[src/gpcfg_pkg.sv]
// constants and carrier types for the pin configuration register bank
package gpcfg_pkg;

    // ****************************************
    // register indices
    // ****************************************
    localparam logic [7:0] IDX_DIR4 = 8'h37;
    localparam logic [7:0] IDX_POL4 = 8'h38;
    localparam logic [7:0] IDX_DRV1 = 8'h39;
    localparam logic [7:0] IDX_TEST5 = 8'h3A;
    localparam logic [7:0] IDX_RSVD_LO = 8'h3B;
    localparam logic [7:0] IDX_RSVD_HI = 8'h3F;
    localparam logic [7:0] IDX_DRV2 = 8'h40;
    localparam logic [7:0] IDX_DRV5 = 8'h41;
    localparam logic [7:0] IDX_DIR5 = 8'h42;
    localparam logic [7:0] IDX_POL5 = 8'h43;
    localparam logic [7:0] IDX_ALT1 = 8'h44;
    localparam logic [7:0] IDX_ALT2 = 8'h45;
    localparam logic [7:0] IDX_ALT3 = 8'h46;
    localparam logic [7:0] IDX_RSVD47 = 8'h47;
    localparam logic [7:0] IDX_ALT5 = 8'h48;

    // ****************************************
    // writable bit masks and reset values
    // ****************************************
    localparam logic [7:0] MASK_DRV1 = 8'hCE;
    localparam logic [7:0] MASK_DRV2 = 8'h8B;
    localparam logic [7:0] MASK_ALT1 = 8'hFC;
    localparam logic [7:0] MASK_ALT2 = 8'hF0;
    localparam logic [7:0] RST_ZERO = 8'h00;
    localparam logic [7:0] RST_DRV2 = 8'h80;
    localparam logic [7:0] RST_ALT2 = 8'h50;
    localparam logic [3:0] RST_ALT2_HI = 4'h5;

    // ****************************************
    // field positions
    // ****************************************
    localparam int DRV1_P11 = 1;
    localparam int DRV1_P12 = 2;
    localparam int DRV1_P13 = 3;
    localparam int DRV1_P16 = 6;
    localparam int DRV1_P17 = 7;
    localparam int DRV2_P20 = 0;
    localparam int DRV2_P21 = 1;
    localparam int DRV2_P23 = 3;
    localparam int DRV2_WAKE = 7;
    localparam int FLD_LO = 0;
    localparam int FLD_ML = 2;
    localparam int FLD_MH = 4;
    localparam int FLD_HI = 6;

    // ****************************************
    // function select codes
    // ****************************************
    localparam logic [1:0] FN_GPIO = 2'h0;
    localparam logic [1:0] FN_ALT_A = 2'h1;
    localparam logic [1:0] FN_ALT_B = 2'h2;

    // ****************************************
    // port access and pad synchroniser layout
    // ****************************************
    localparam logic PORT_INDEX = 1'b0;
    localparam logic PORT_DATA = 1'b1;
    localparam int SYNC_W = 17;
    localparam int SYNC_P12 = 16;

    typedef struct packed {
        logic [7:0] dir4;
        logic [7:0] pol4;
        logic [7:0] drv1;
        logic [7:0] test5;
        logic [7:0] drv2;
        logic [7:0] drv5;
        logic [7:0] dir5;
        logic [7:0] pol5;
        logic [7:0] alt1;
        logic [7:0] alt2;
        logic [7:0] alt3;
        logic [7:0] alt5;
    } gpcfg_regs_type;

    typedef struct packed {
        logic [4:0] od_grp1;
        logic [3:0] od_grp2;
        logic sys_mgmt_irq_en;
        logic routable_irq_in_one_en;
        logic led_drive_one_en;
        logic infrared_rx_two_en;
        logic routable_irq_in_three_en;
        logic infrared_tx_two_en;
        logic watchdog_out_en;
        logic fast_infrared_mode_out_en;
        logic led_drive_two_en;
        logic routable_irq_in_two_en;
        logic port3_ring_ind_en;
        logic port3_carrier_det_en;
        logic port3_rx_line_en;
        logic port3_tx_line_en;
        logic pin_sixteen_gpio_en;
        logic pin_seventeen_gpio_en;
    } gpcfg_route_type;

    typedef struct packed {
        logic [7:0] o;
        logic [7:0] oe;
        logic [7:0] in_val;
    } gpcfg_pads_type;

    typedef struct packed {
        gpcfg_regs_type regs;
        logic [7:0] index;
        logic [7:0] rdata;
        logic [SYNC_W-1:0] sync1;
        logic [SYNC_W-1:0] sync2;
        logic [SYNC_W-1:0] sync3;
        logic [SYNC_W-1:0] filt;
        gpcfg_pads_type grp4;
        gpcfg_pads_type grp5;
        logic p12_o;
        logic p12_oe;
        logic p12_in;
        gpcfg_route_type route;
    } gpcfg_state_type;

endpackage

[src/gpcfg_bank.sv]
// pin configuration register bank behind the index/data configuration port
`timescale 1ns/100ps

module gpcfg_bank (
    input wire logic clk,
    input wire logic rst_b,
    input wire logic clk_en,
    input wire logic main_por_req,
    input wire logic hard_rst_req,
    input wire logic cfg_mode,
    input wire logic io_wr,
    input wire logic io_rd,
    input wire logic io_port_sel,
    input wire logic [7:0] io_wdata,
    output logic [7:0] io_rdata,
    input wire logic [7:0] grp4_out_val,
    input wire logic [7:0] grp4_pad_i,
    output logic [7:0] grp4_pad_o,
    output logic [7:0] grp4_pad_oe,
    output logic [7:0] grp4_in_val,
    input wire logic [7:0] grp5_out_val,
    input wire logic [7:0] grp5_pad_i,
    output logic [7:0] grp5_pad_o,
    output logic [7:0] grp5_pad_oe,
    output logic [7:0] grp5_in_val,
    input wire logic sys_mgmt_irq_req,
    input wire logic pin_twelve_gp_val,
    input wire logic pin_twelve_gp_dir,
    input wire logic pin_twelve_gp_pol,
    input wire logic pin_twelve_pad_i,
    output logic pin_twelve_pad_o,
    output logic pin_twelve_pad_oe,
    output logic pin_twelve_in_val,
    output gpcfg_pkg::gpcfg_route_type route
);

    // ****************************************
    // state
    // ****************************************
    gpcfg_pkg::gpcfg_state_type state_ff;
    gpcfg_pkg::gpcfg_state_type nxt_state;

    logic idx_wr;
    logic data_wr;
    logic data_rd;
    logic idx_rd;
    logic [7:0] rd_val;
    logic [gpcfg_pkg::SYNC_W-1:0] pad_raw;
    logic [7:0] pol4_in;
    logic [7:0] pol5_in;
    logic p12_level;

    // ****************************************
    // port decode
    // ****************************************
    // accesses outside configuration state are dropped; the host is expected not to make them
    always_comb begin
        idx_wr = io_wr && cfg_mode && (io_port_sel == gpcfg_pkg::PORT_INDEX);
        data_wr = io_wr && cfg_mode && (io_port_sel == gpcfg_pkg::PORT_DATA);
        idx_rd = io_rd && cfg_mode && (io_port_sel == gpcfg_pkg::PORT_INDEX);
        data_rd = io_rd && cfg_mode && (io_port_sel == gpcfg_pkg::PORT_DATA);
    end

    // ****************************************
    // read mux
    // ****************************************
    always_comb begin
        rd_val = gpcfg_pkg::RST_ZERO;
        unique case (state_ff.index)
            gpcfg_pkg::IDX_DIR4: begin
                rd_val = state_ff.regs.dir4;
            end
            gpcfg_pkg::IDX_POL4: begin
                rd_val = state_ff.regs.pol4;
            end
            gpcfg_pkg::IDX_DRV1: begin
                rd_val = state_ff.regs.drv1 & gpcfg_pkg::MASK_DRV1;
            end
            gpcfg_pkg::IDX_TEST5: begin
                rd_val = state_ff.regs.test5;
            end
            gpcfg_pkg::IDX_DRV2: begin
                rd_val = state_ff.regs.drv2 & gpcfg_pkg::MASK_DRV2;
            end
            gpcfg_pkg::IDX_DRV5: begin
                rd_val = state_ff.regs.drv5;
            end
            gpcfg_pkg::IDX_DIR5: begin
                rd_val = state_ff.regs.dir5;
            end
            gpcfg_pkg::IDX_POL5: begin
                rd_val = state_ff.regs.pol5;
            end
            gpcfg_pkg::IDX_ALT1: begin
                rd_val = state_ff.regs.alt1 & gpcfg_pkg::MASK_ALT1;
            end
            gpcfg_pkg::IDX_ALT2: begin
                rd_val = state_ff.regs.alt2 & gpcfg_pkg::MASK_ALT2;
            end
            gpcfg_pkg::IDX_ALT3: begin
                rd_val = state_ff.regs.alt3;
            end
            gpcfg_pkg::IDX_ALT5: begin
                rd_val = state_ff.regs.alt5;
            end
            // 0x3B-0x3F, 0x47 and every index outside this bank read zero
            default: begin
                rd_val = gpcfg_pkg::RST_ZERO;
            end
        endcase
    end

    // ****************************************
    // next state
    // ****************************************
    always_comb begin
        nxt_state = state_ff;
        pad_raw = {pin_twelve_pad_i, grp5_pad_i, grp4_pad_i};
        pol4_in = state_ff.regs.pol4;
        pol5_in = state_ff.regs.pol5;
        p12_level = 1'b0;

        if (clk_en) begin
            // register port
            if (idx_wr) begin
                nxt_state.index = io_wdata;
            end
            if (data_wr) begin
                unique case (state_ff.index)
                    gpcfg_pkg::IDX_DIR4: begin
                        nxt_state.regs.dir4 = io_wdata;
                    end
                    gpcfg_pkg::IDX_POL4: begin
                        nxt_state.regs.pol4 = io_wdata;
                    end
                    gpcfg_pkg::IDX_DRV1: begin
                        nxt_state.regs.drv1 = io_wdata & gpcfg_pkg::MASK_DRV1;
                    end
                    gpcfg_pkg::IDX_TEST5: begin
                        // stored but wired to nothing: test modes are not built into this bank
                        nxt_state.regs.test5 = io_wdata;
                    end
                    gpcfg_pkg::IDX_DRV2: begin
                        nxt_state.regs.drv2 = io_wdata & gpcfg_pkg::MASK_DRV2;
                    end
                    gpcfg_pkg::IDX_DRV5: begin
                        nxt_state.regs.drv5 = io_wdata;
                    end
                    gpcfg_pkg::IDX_DIR5: begin
                        nxt_state.regs.dir5 = io_wdata;
                    end
                    gpcfg_pkg::IDX_POL5: begin
                        nxt_state.regs.pol5 = io_wdata;
                    end
                    gpcfg_pkg::IDX_ALT1: begin
                        nxt_state.regs.alt1 = io_wdata & gpcfg_pkg::MASK_ALT1;
                    end
                    gpcfg_pkg::IDX_ALT2: begin
                        nxt_state.regs.alt2 = io_wdata & gpcfg_pkg::MASK_ALT2;
                    end
                    gpcfg_pkg::IDX_ALT3: begin
                        nxt_state.regs.alt3 = io_wdata;
                    end
                    gpcfg_pkg::IDX_ALT5: begin
                        nxt_state.regs.alt5 = io_wdata;
                    end
                    default: begin
                        nxt_state.regs = state_ff.regs;
                    end
                endcase
            end
            if (data_rd) begin
                nxt_state.rdata = rd_val;
            end else if (idx_rd) begin
                nxt_state.rdata = state_ff.index;
            end

            // main-power and hard resets act after any write in the same cycle
            if (main_por_req) begin
                nxt_state.regs.test5 = gpcfg_pkg::RST_ZERO;
                nxt_state.index = gpcfg_pkg::RST_ZERO;
            end
            if (main_por_req || hard_rst_req) begin
                nxt_state.regs.alt2[7:4] = gpcfg_pkg::RST_ALT2_HI;
            end

            // pad inputs: three stages, accept a change once stages two and three agree
            nxt_state.sync1 = pad_raw;
            nxt_state.sync2 = state_ff.sync1;
            nxt_state.sync3 = state_ff.sync2;
            for (int i = 0; i < gpcfg_pkg::SYNC_W; i++) begin
                if (state_ff.sync2[i] == state_ff.sync3[i]) begin
                    nxt_state.filt[i] = state_ff.sync3[i];
                end
            end

            // group 4 is always push-pull
            nxt_state.grp4.o = grp4_out_val ^ pol4_in;
            nxt_state.grp4.oe = state_ff.regs.dir4;
            nxt_state.grp4.in_val = state_ff.filt[7:0] ^ pol4_in;

            // an open-drain pin only ever pulls low
            nxt_state.grp5.o = grp5_out_val ^ pol5_in;
            for (int i = 0; i < 8; i++) begin
                nxt_state.grp5.oe[i] = state_ff.regs.dir5[i]
                    && (!state_ff.regs.drv5[i] || !(grp5_out_val[i] ^ pol5_in[i]));
            end
            nxt_state.grp5.in_val = state_ff.filt[15:8] ^ pol5_in;

            // pin 12: gpio or the interrupt output; direction stays software's job
            if (state_ff.route.sys_mgmt_irq_en) begin
                p12_level = !sys_mgmt_irq_req ^ pin_twelve_gp_pol;
            end else begin
                p12_level = pin_twelve_gp_val ^ pin_twelve_gp_pol;
            end
            nxt_state.p12_o = p12_level;
            nxt_state.p12_oe = pin_twelve_gp_dir
                && (!state_ff.regs.drv1[gpcfg_pkg::DRV1_P12] || !p12_level);
            nxt_state.p12_in = state_ff.filt[gpcfg_pkg::SYNC_P12] ^ pin_twelve_gp_pol;

            // open-drain flags copied from the drive registers, function routing decoded from the select registers
            nxt_state.route.od_grp1 = {state_ff.regs.drv1[gpcfg_pkg::DRV1_P17],
                state_ff.regs.drv1[gpcfg_pkg::DRV1_P16],
                state_ff.regs.drv1[gpcfg_pkg::DRV1_P13],
                state_ff.regs.drv1[gpcfg_pkg::DRV1_P12],
                state_ff.regs.drv1[gpcfg_pkg::DRV1_P11]};
            nxt_state.route.od_grp2 = {state_ff.regs.drv2[gpcfg_pkg::DRV2_WAKE],
                state_ff.regs.drv2[gpcfg_pkg::DRV2_P23],
                state_ff.regs.drv2[gpcfg_pkg::DRV2_P21],
                state_ff.regs.drv2[gpcfg_pkg::DRV2_P20]};
            nxt_state.route.sys_mgmt_irq_en =
                state_ff.regs.alt1[gpcfg_pkg::FLD_MH +: 2] == gpcfg_pkg::FN_ALT_A;
            nxt_state.route.routable_irq_in_one_en =
                state_ff.regs.alt1[gpcfg_pkg::FLD_HI +: 2] == gpcfg_pkg::FN_ALT_A;
            nxt_state.route.led_drive_one_en =
                state_ff.regs.alt1[gpcfg_pkg::FLD_HI +: 2] == gpcfg_pkg::FN_ALT_B;
            nxt_state.route.pin_sixteen_gpio_en =
                state_ff.regs.alt2[gpcfg_pkg::FLD_MH +: 2] == gpcfg_pkg::FN_GPIO;
            nxt_state.route.pin_seventeen_gpio_en =
                state_ff.regs.alt2[gpcfg_pkg::FLD_HI +: 2] == gpcfg_pkg::FN_GPIO;
            nxt_state.route.infrared_rx_two_en =
                state_ff.regs.alt3[gpcfg_pkg::FLD_LO +: 2] == gpcfg_pkg::FN_ALT_A;
            nxt_state.route.routable_irq_in_three_en =
                state_ff.regs.alt3[gpcfg_pkg::FLD_LO +: 2] == gpcfg_pkg::FN_ALT_B;
            nxt_state.route.infrared_tx_two_en =
                state_ff.regs.alt3[gpcfg_pkg::FLD_ML +: 2] == gpcfg_pkg::FN_ALT_A;
            nxt_state.route.watchdog_out_en =
                state_ff.regs.alt3[gpcfg_pkg::FLD_ML +: 2] == gpcfg_pkg::FN_ALT_B;
            // what the fast-infrared output means is chosen elsewhere; this only routes it
            nxt_state.route.fast_infrared_mode_out_en =
                state_ff.regs.alt3[gpcfg_pkg::FLD_MH +: 2] == gpcfg_pkg::FN_ALT_A;
            nxt_state.route.led_drive_two_en =
                state_ff.regs.alt3[gpcfg_pkg::FLD_HI +: 2] == gpcfg_pkg::FN_ALT_A;
            nxt_state.route.routable_irq_in_two_en =
                state_ff.regs.alt3[gpcfg_pkg::FLD_HI +: 2] == gpcfg_pkg::FN_ALT_B;
            nxt_state.route.port3_ring_ind_en =
                state_ff.regs.alt5[gpcfg_pkg::FLD_LO +: 2] == gpcfg_pkg::FN_ALT_A;
            nxt_state.route.port3_carrier_det_en =
                state_ff.regs.alt5[gpcfg_pkg::FLD_ML +: 2] == gpcfg_pkg::FN_ALT_A;
            nxt_state.route.port3_rx_line_en =
                state_ff.regs.alt5[gpcfg_pkg::FLD_MH +: 2] == gpcfg_pkg::FN_ALT_A;
            nxt_state.route.port3_tx_line_en =
                state_ff.regs.alt5[gpcfg_pkg::FLD_HI +: 2] == gpcfg_pkg::FN_ALT_A;
        end
    end

    // ****************************************
    // registers
    // ****************************************
    // rst_b is the standby-power reset; everything not listed starts at zero
    always_ff @(posedge clk or negedge rst_b) begin
        if (!rst_b) begin
            state_ff <= '0;
            state_ff.regs.drv2 <= gpcfg_pkg::RST_DRV2;
            state_ff.regs.alt2 <= gpcfg_pkg::RST_ALT2;
            state_ff.route.od_grp2[3] <= 1'b1;
        end else begin
            state_ff <= nxt_state;
        end
    end

    // ****************************************
    // outputs
    // ****************************************
    always_comb begin
        io_rdata = state_ff.rdata;
        grp4_pad_o = state_ff.grp4.o;
        grp4_pad_oe = state_ff.grp4.oe;
        grp4_in_val = state_ff.grp4.in_val;
        grp5_pad_o = state_ff.grp5.o;
        grp5_pad_oe = state_ff.grp5.oe;
        grp5_in_val = state_ff.grp5.in_val;
        pin_twelve_pad_o = state_ff.p12_o;
        pin_twelve_pad_oe = state_ff.p12_oe;
        pin_twelve_in_val = state_ff.p12_in;
        route = state_ff.route;
    end

endmodule

[config.mk]
export PLATFORM = sky130hd
export DESIGN_NAME = gpcfg_bank
export DESIGN_NICKNAME = d
export VERILOG_FILES = /design/src/gpcfg_pkg.sv /design/src/gpcfg_bank.sv
export SDC_FILE = /design/constraint.sdc
export NUM_CORES = 1
export LEC_CHECK = 0
export BUFFER_PORTS_ARGS = -buffer_cell sky130_fd_sc_hd__clkbuf_2
export CAP_MARGIN = 25
export CORE_MARGIN = 4
export CORE_UTILIZATION = 40
export DETAILED_ROUTE_END_ITERATION = 8
export PLACE_DENSITY = 0.59
export SETUP_SLACK_MARGIN = 0.2
export SLEW_MARGIN = 5
export SYNTH_ARGS = -nofsm -noshare
export SYNTH_HDL_FRONTEND = slang
export SYNTH_SLANG_ARGS = --single-unit
[constraint.sdc]
create_clock -name clk -period 2.2 [get_ports clk]
set_input_delay 0.55 -clock clk [delete_from_list [all_inputs] [get_ports clk]]
set_output_delay 0.55 -clock clk [all_outputs]
set_load 0.01 [all_outputs]
==> run summary, run 1 <==
The number of buffers and inverters on the critical path came out at 1. The most critical setup path has its endpoint at state_ff[190]. The share of the clock period used by the worst path is 0.9487, and the maximum fanout encountered on the critical timing path is 6.

The clock reaches the later pin of the worst-skew pair after 0.54 ns. The critical path depth in cells was 5. Once detail routing completed, the nets flagged for antenna violations numbered 0. The floorplan step defined a core boundary enclosing 27780 um2. The flow ran to the end, and the final reports show no timing, DRC or antenna violations. After synthesis the cells add up to 11270 um2. The run gives 0 as the number of warnings printed during yosys synthesis. The count of buffers from port buffering was 137. TritonCTS built the clock tree. The buffer depth of the longest clock path came out at 3. The synthesis-to-finish area growth came out at 18.54%. Static timing analysis puts the maximum clock frequency at 479.1 MHz. The number of max-slew violations in the final report was 0; the share of the synthesized area in the top cell type was 0.5309.

After detailed placement, the design holds a cell count of 1416. Post-layout instance count excluding filler cells: 1475. In this run the count of I/O pins placed on the die edge is 138.

The proportion of synthesized area in mux cells was 0.1542. In this design, the stage delay of the slowest critical-path cell is 0.55 ns. In this run, the number of DRC markers left after iteration 0 of detailed routing was 445.

In this run the critical register-to-register path is launched from state_ff[159]. For the initial antenna violation count, the log shows 1. The first global-routing pass estimated 45340 um of wire. In this run the static leakage power is 6.066 nW. For the die area, the log shows 30910 um2. The endpoint of the most critical register-to-register path is state_ff[190]. Data arrives at the worst endpoint at 2.52 ns.

The run gives -0.003199 ns as the worst setup slack before clock tree synthesis. For this run the aggregate overflow at the end of global routing stands at 0. At the end of routability-driven placement, the weighted congestion stood at 0.9662. Entering global routing, the biggest net connects 85 pins.

The final number of setup-violating endpoints came out at 0. The signal on the critical path passes through or4b_4 -> or3_4 -> nor3_4 -> buf_6 -> mux2_4. 0 antenna diodes ended up in the layout. The worst setup path is captured at a flop.

The most common cell after layout, fill and taps aside was sky130_fd_sc_hd__dfrtp_1. Sorting the synthesized cells by area gives the leading types as sky130_fd_sc_hd__dfrtp_1 53%, sky130_fd_sc_hd__mux2_2 15%, sky130_fd_sc_hd__buf_4 5.4%, sky130_fd_sc_hd__a21oi_1 3.6%, sky130_fd_sc_hd__xnor2_1 2.6%. The number of nets handed over by synthesis was 1028.

The most used flip-flop cell after synthesis was sky130_fd_sc_hd__dfrtp_1. Setup repair after global routing could not meet its margin everywhere. The adder-cell area share of the yosys netlist works out to 0.

The maximum clock skew at final layout is 0.007756 ns, and the clock sink count is 243. The post-synthesis compound-gate area fraction was 0.1022. The post-synthesis simple-gate area fraction works out to 0.09307.

Clock-pin slew was measured on the worst setup and hold paths at 0.06 ns. After synthesis, the largest family of logic cells by area is multiplexers. Among all stages on the critical path, the largest delay is contributed by sky130_fd_sc_hd__or4b_4. The flop-to-flop setup slack is 0.11 ns. The logs give 61 for the row count and 1132 for the net count of the finished layout.

The floorplan step set the die width to 175.8 um. The number of iterations in the first detailed-routing pass is 4. The via count of the first global-routing pass is 7639.

The critical path starts at state_ff[159]. For the number of hold-slack violations in the final timing report, the log shows 0. The xor and xnor area share after synthesis is 0.02643.

For this run, design rule violations remaining after detail routing come to 0. The tools report the relative max-transition margin as 0.6221. Fraction of the yosys area taken by sequential cells: 0.5402. The async set-reset flop share out of synthesis is 1.000, and the maximum level of the CTS H-tree is 1.

The worst register-to-register path has a depth of 5. In this run the vertical extent of the chip is 175.8 um. Master cell of the clock root buffer: sky130_fd_sc_hd__clkbuf_16.

The HPWL after detailed placement is 20570 um. The via density per instance is 5.189. The global-route usage over all layers came out at 0.1858. In the final routed layout, each cell accounts on average for 19.67 um.

The tools report the worst endpoint required time as 2.63 ns. The worst setup path is of the reg -> reg kind. Number of synthesized register bits: 243.

The cell count after synthesis came out at 974. The cell taking the most area after synthesis was sky130_fd_sc_hd__dfrtp_1. Leaving out fill and tap cells, the most frequent cells in the layout are 239 x sky130_fd_sc_hd__dfrtp_1, 135 x sky130_fd_sc_hd__clkbuf_2, 132 x sky130_fd_sc_hd__mux2_2. After layout, the worst setup slack is 0.1128 ns. For this design the ratio of total power to cell area is 814.9 nW/um2. The total CTS buffers is 27, and the effective utilization at floorplan is 0.4055. The cell family with the largest share of critical-path delay is simple AND/OR/NAND/NOR gates. The ratio of cells with drive above 1 in the final layout was 0.3920; the total via count after detailed routing was 7654. At the pin with the least slew margin, the transition time is 0.5631 ns. The distinct cell type count after synthesis came out at 63.

The synthesized design contains 0 enable-type register cells. IR analysis of the VDD net gives a maximum drop of 0.0006104 V. The clock period minus worst slack is 2.087 ns, and the number of max-cap violations is 0. The routed design has 29010 um of wire. Average footprint of a synthesized cell: 11.57 um2.

The type of the most critical hold path is in -> reg. The worst setup path is launched from a flop. The filler cells instantiated in the layout total 2622.
layout make-up:
| type | instances | area (um2) | area share |
|---|---|---|---|
| well taps | 378 | 473.0 | 0.03542 |
| repair buffers | 209 | 1351 | 0.1012 |
| clock buffers | 42 | 832.0 | 0.06231 |
| clock inverters | 6 | 73.82 | 0.005528 |
| inverters | 35 | 131.4 | 0.009838 |
| flip-flops and latches | 243 | 6086 | 0.4557 |
| multi-input cells | 562 | 4407 | 0.3300 |
report_power, final:
group,switching [mW],internal (mW),total [mW]
sequential,0.285,4.86,5.15
clock,1.80,2.71,4.52
combinational,0.642,0.576,1.22
worst reg2reg max path: stages (launching register included):
cell,delay [ns]
sky130_fd_sc_hd__dfrtp_1,0.38
sky130_fd_sc_hd__or4b_4,0.55
sky130_fd_sc_hd__or3_4,0.44
sky130_fd_sc_hd__nor3_4,0.14
sky130_fd_sc_hd__buf_6,0.17
sky130_fd_sc_hd__mux2_4,0.31
what timing repair did:
item / CTS / global route
setup buffers: 6 / 3
gates resized for setup: 22 / 17
hold endpoints to repair: 45 / 0
pin swaps: 6 / 8
hold buffers: 1 / 0
gates cloned: 0 / 1
setup endpoints to repair: 19 / 61
through the flow:
step	hold WS, ns	utilization	setup TNS [ns]	area, um2	power (mW)
floorplan	0.2544	-	0	11290	6.033
global placement	0.4643	0.4386	0	12180	6.392
detailed placement	0.4709	0.4386	-0.003199	12180	6.433
CTS	0.2068	0.4765	0	13240	11.03
global route	0.2111	0.4807	0	13350	11.42
finish	0.2346	0.4807	0	13350	10.88
flip-flops by register name (all words and copies together) (netlist names), 8 cells and up:
name and count:
grp4_in_val 8, grp5_in_val 8, grp4_pad_oe 8, state_ff 143, pol5_in 8, route 25, grp5_pad_oe 8, pol4_in 8
grp4_pad_o 8, io_rdata 8, grp5_pad_o 8
worst min path at each step:
| stage | to | slack (ns) | startpoint | cells past startpoint |
|---|---|---|---|---|
| global placement | state_ff[92] | 0.46 | state_ff[109] | 2 |
| detailed placement | state_ff[227] | 0.47 | state_ff[227] | 2 |
| floorplan | grp4_in_val[0] | 0.25 | rst_b | 0 |
| finish | state_ff[140] | 0.23 | grp5_pad_i[5] | 2 |
| global route | state_ff[130] | 0.21 | grp4_pad_i[3] | 2 |
| CTS | state_ff[140] | 0.21 | grp5_pad_i[5] | 2 |
synth_stat cells, types with 2 or more instances:
library cell,count
sky130_fd_sc_hd__nand3b_1,14
sky130_fd_sc_hd__and3_1,4
sky130_fd_sc_hd__clkbuf_1,33
sky130_fd_sc_hd__nand2_1,23
sky130_fd_sc_hd__a221o_1,3
sky130_fd_sc_hd__nor2_1,66
sky130_fd_sc_hd__a22oi_1,5
sky130_fd_sc_hd__xnor2_1,33
sky130_fd_sc_hd__dfrtp_1,239
sky130_fd_sc_hd__buf_2,4
sky130_fd_sc_hd__nor4_2,2
sky130_fd_sc_hd__o2bb2ai_1,2
sky130_fd_sc_hd__o31a_1,2
sky130_fd_sc_hd__buf_4,81
sky130_fd_sc_hd__mux2i_1,7
sky130_fd_sc_hd__o22ai_1,4
sky130_fd_sc_hd__a221oi_1,5
sky130_fd_sc_hd__nand2_2,2
sky130_fd_sc_hd__buf_1,14
sky130_fd_sc_hd__dfstp_2,4
sky130_fd_sc_hd__nor3_1,3
sky130_fd_sc_hd__mux2_2,146
sky130_fd_sc_hd__o21ai_0,36
sky130_fd_sc_hd__nor2b_1,7
sky130_fd_sc_hd__clkbuf_2,2
sky130_fd_sc_hd__inv_1,35
sky130_fd_sc_hd__a32oi_1,5
sky130_fd_sc_hd__nand3_1,13
sky130_fd_sc_hd__o31ai_1,3
sky130_fd_sc_hd__a21oi_1,80
sky130_fd_sc_hd__a21boi_0,3
sky130_fd_sc_hd__o211ai_1,8
sky130_fd_sc_hd__nor3b_1,4
sky130_fd_sc_hd__a22o_1,20
sky130_fd_sc_hd__nor4_1,6
sky130_fd_sc_hd__nand2b_1,23
sky130_fd_sc_hd__nand4_1,7
per-layer routing:
layer | GRT usage | wire length [um] | vias up
met3 | 0.04800 | 1937 | 56
met4 | 0.04548 | 716 | 2
li1 | - | - | 3563
met1 | 0.2682 | 13250 | 3826
met5 | 0 | 13 | -
met2 | 0.2824 | 13090 | 207
kinds of logic after synthesis:
kind of cell	count (synthesis)
xor gates and xnor gates	34
buffers and inverters	169
DFF	243
muxes	154
and+or+nand+nor	189
AOI/OAI and AO/OA	185
(Power assumes the default switching activity.)
==> inputs of run 2 (changes only) <==
--- a/config.mk
+++ b/config.mk
@@ -10,7 +10,6 @@
 export CORE_MARGIN = 4
 export CORE_UTILIZATION = 40
 export DETAILED_ROUTE_END_ITERATION = 8
-export PLACE_DENSITY = 0.59
 export SETUP_SLACK_MARGIN = 0.2
 export SLEW_MARGIN = 5
 export SYNTH_ARGS = -nofsm -noshare
==> constraint.sdc (replaced) <==
create_clock -name clk -period 2 [get_ports clk]
set_input_delay 0.5 -clock clk [delete_from_list [all_inputs] [get_ports clk]]
set_output_delay 0.5 -clock clk [all_outputs]
set_load 0.01 [all_outputs]
==> run summary, run 2 (synthesis results as in run 1) <==
The tools report the post-layout instance count excluding filler cells as 1505 (was 1475). The effective utilization at floorplan came out at 0.4055 (unchanged). The final estimated routing congestion in global placement was 0.9686 (was 0.9662); the power density normalized to cell area was 877.8 nW/um2 (was 814.9 nW/um2).

The CTS clock-pin slew for the worst setup and hold paths was 0.06 ns (about the same). The run gives 1 (unchanged) as the initial antenna violation count. Number of iterations in the first detailed-routing pass: 5 (was 4). The run gives 486.8 MHz (was 479.1 MHz) as the achievable frequency. The run gives 0.1795 ns (was 0.2346 ns) as the tightest hold margin.

The relative max-transition margin came out at 0.5332 (was 0.6221). Setup repair after global routing could not meet its margin everywhere. The length in cells of the worst reg-to-reg path is 5 (unchanged), and the flip-flop count of the largest register, all copies and words added is 143 (unchanged). Share of total power consumed by net switching: 0.2510 (was 0.2509).

The checks that failed: negative setup slack. The worst hold endpoint was state_ff[129] (was state_ff[140]). The clock network latency to the later pin of the worst-skew pair came out at 0.55 ns (was 0.54 ns). The critical path class was reg -> reg (unchanged).

The final number of setup-violating endpoints was 14 (was 0); the horizontal die dimension was 175.8 um (unchanged). The run gives 6092 um2 (was 6086 um2) as the sequential cell area. Maximum level of the CTS H-tree: 1 (unchanged). Ratio of cells with drive above 1 in the final layout: 0.4188 (was 0.3920).

Number of placed I/O pins: 138 (unchanged). The kind of start point of the critical path is a flop (unchanged). The run gives 61 (unchanged) as the row count. The internal power contribution was 9.075 mW (was 8.152 mW); the standby leakage power was 6.268 nW (was 6.066 nW). Sum of routed wire segments on met1: 13300 um (was 13250 um).

The final worst slack is -0.05407 ns (was 0.1128 ns). The die area was 30910 um2 (unchanged). The via count of the first global-routing pass is 7601 (was 7639).

The beginning of the worst register-to-register path was state_ff[157] (was state_ff[159]). Total CTS buffers: 27 (unchanged). For the length of routed met3 wiring, the log shows 1813 um (was 1937 um). The tools report the portion of total power attributed to the clock network as 0.418 (was 0.415). The tools report the placed cell count as 1441 (was 1416). The uppermost signal routing layer after detailed routing was met5 (unchanged). The type of the most critical hold path was in -> reg (unchanged). For the net load switching power, the log shows 3.040 mW (was 2.730 mW). Total overflow reported by the global router: 0 (unchanged). The register with the highest flop count was state_ff (unchanged). Maximum clock skew at final layout: 0.008579 ns (was 0.007756 ns).

The clock period minus worst slack was 2.054 ns (was 2.087 ns). The tools report the endpoint of the most critical register-to-register path as state_ff[189] (was state_ff[190]). The via density per instance was 5.073 (was 5.189); the number of max-slew violations in the final report was 0 (unchanged).

The tools report the master cell of the clock root buffer as sky130_fd_sc_hd__clkbuf_16 (unchanged). The synthesis-to-finish area growth came out at 22.51% (was 18.54%). The tools report the endpoint class of the critical path as a flop (unchanged).

The measured slew at the worst slew-check pin is 0.6955 ns (was 0.5631 ns), and the buffer depth of the longest clock path is 3 (unchanged). The critical hold path startpoint was grp4_pad_i[2] (was grp5_pad_i[5]). The number of nets still failing antenna checks after routing was 0 (unchanged). The tools report the data arrival time at the worst-slack endpoint as 2.48 ns (was 2.52 ns).

The number of inserted filler cells in the final layout came out at 2557 (was 2622). The tools report the worst endpoint required time as 2.43 ns (was 2.63 ns). The run gives 0.1859 (was 0.1858) as the global-route usage over all layers.

The logs give 0 (unchanged) for the antenna diode instance count and 12.12 mW (was 10.88 mW) for the total power. The tools report the clock sink count as 243 (unchanged). The die span in y came out at 175.8 um (unchanged). The flow ran to the end, but the final reports show violations. The total via count after detailed routing was 7635 (was 7654). The tools report the sequential share of power as 0.468 (was 0.473). Commonest cells after routing, fill and taps aside: 234 x sky130_fd_sc_hd__dfrtp_1, 135 x sky130_fd_sc_hd__clkbuf_2, 124 x sky130_fd_sc_hd__mux2_2 (was 239 x sky130_fd_sc_hd__dfrtp_1, 135 x sky130_fd_sc_hd__clkbuf_2, 132 x sky130_fd_sc_hd__mux2_2). The flop-to-flop setup slack was -0.05 ns (was 0.11 ns); the share of the clock period used by the worst path was 1.027 (was 0.9487). The net count of the finished layout is 1160 (was 1132). The most common cell after layout, fill and taps aside was sky130_fd_sc_hd__dfrtp_1 (unchanged). The count of buffers from port buffering came out at 137 (unchanged). The pin count of the biggest net entering global routing was 130 (was 85); the detailed placer's ending HPWL was 20620 um (was 20570 um).

The area of the core was 27780 um2 (unchanged); the iteration-0 DRC count of the detailed router was 457 (was 445). The logs give 0.0007221 V (was 0.0006104 V) for the maximum vdd drop and 0 (unchanged) for the number of max-cap violations. The wire length per cell is 19.21 um (was 19.67 um). The tools report the number of hold-slack violations in the final timing report as 0 (unchanged). The tools report the part of the total power dissipated in combinational logic as 0.114 (was 0.112). TritonCTS built the clock tree. Depth of the worst hold-timing path: 2 (unchanged). Area of the multi-input gates: 4539 um2 (was 4407 um2).

The routed length on met2 is 13080 um (was 13090 um), and the final wirelength is 28920 um (was 29010 um). The maximum fanout encountered on the critical timing path is 6 (unchanged), and the final routed DRC violation total is 0 (unchanged). For the sum of negative setup slack, the log shows -0.4257 ns (was 0 ns).

Wire length of the first global-routing pass: 45340 um (unchanged).
-- run 2: cell count changes in the layout (fill, tap and decap cells not counted), sizes merged --
cell           before  now
clkinvlp            0    1
inv                37   36
clkdlybuf4s15       1    0
clkbuf            177  179
buf                72  101
-- run 2: metal layers --
metal / track usage / vias up
met5: 0 / -
met4: 0.04483 / 2
met3: 0.04606 / 46
met2: 0.2822 / 185
met1: 0.2700 / 3788
li1: - / 3614
-- run 2: worst max-delay path by stage --
stage                  start            end  slack, ns  cells after the start
2_1_floorplan  state_ff[156]  state_ff[191]      -0.18                      5
3_3_place_gp   state_ff[153]    io_rdata[1]      -0.15                      6
3_5_place_dp   state_ff[153]    io_rdata[1]      -0.17                      6
4_1_cts        state_ff[157]  state_ff[191]      -0.11                      5
5_1_grt        state_ff[158]    io_rdata[2]      -0.13                      8
6_report       state_ff[157]  state_ff[189]      -0.05                      5
-- run 2: what timing repair did --
| action | in CTS | in global routing |
|---|---|---|
| hold buffers | 1 | 0 |
| pin swaps | 6 | 14 |
| endpoints found under the hold margin | 45 | 0 |
| resized for setup | 26 | 40 |
| setup buffers | 4 | 9 |
| endpoints found under the setup margin | 90 | 90 |
-- run 2: area by class of cell --
| class | instances | share of cell area |
|---|---|---|
| Clock buffer | 44 | 0.06228 |
| Multi-Input combinational cell | 562 | 0.3289 |
| Sequential cell | 243 | 0.4414 |
| Tap cell | 378 | 0.03427 |
| Inverter | 35 | 0.009519 |
| Clock inverter | 6 | 0.005258 |
| Timing Repair Buffer | 237 | 0.1184 |
-- run 2: power groups by stage --
| stage | clock [mW] | combinational [mW] | sequential (mW) |
|---|---|---|---|
| floorplan | 0 | 0.990 | 5.65 |
| global placement | 0 | 1.32 | 5.74 |
| detailed placement | 0 | 1.36 | 5.76 |
| CTS | 5.21 | 1.38 | 5.67 |
| global route | 5.42 | 1.54 | 5.73 |
| finish | 5.07 | 1.38 | 5.67 |
-- run 2: metrics by stage --
stage,worst slack [ns],cell area [um2],utilization
2_1_floorplan,-0.1831,11360,-
3_3_place_gp,-0.1461,12430,0.4474
3_5_place_dp,-0.1740,12430,0.4474
4_1_cts,-0.1124,13540,0.4873
5_1_grt,-0.1260,13800,0.4968
6_report,-0.05407,13800,0.4968
-- run 2: critical path, cell delays in order, from the launching register on --
cell and delay, ns:
sky130_fd_sc_hd__dfrtp_1 0.37, sky130_fd_sc_hd__or4b_4 0.55, sky130_fd_sc_hd__or3_4 0.40, sky130_fd_sc_hd__nor3_4 0.17
sky130_fd_sc_hd__buf_12 0.15, sky130_fd_sc_hd__mux2_4 0.29
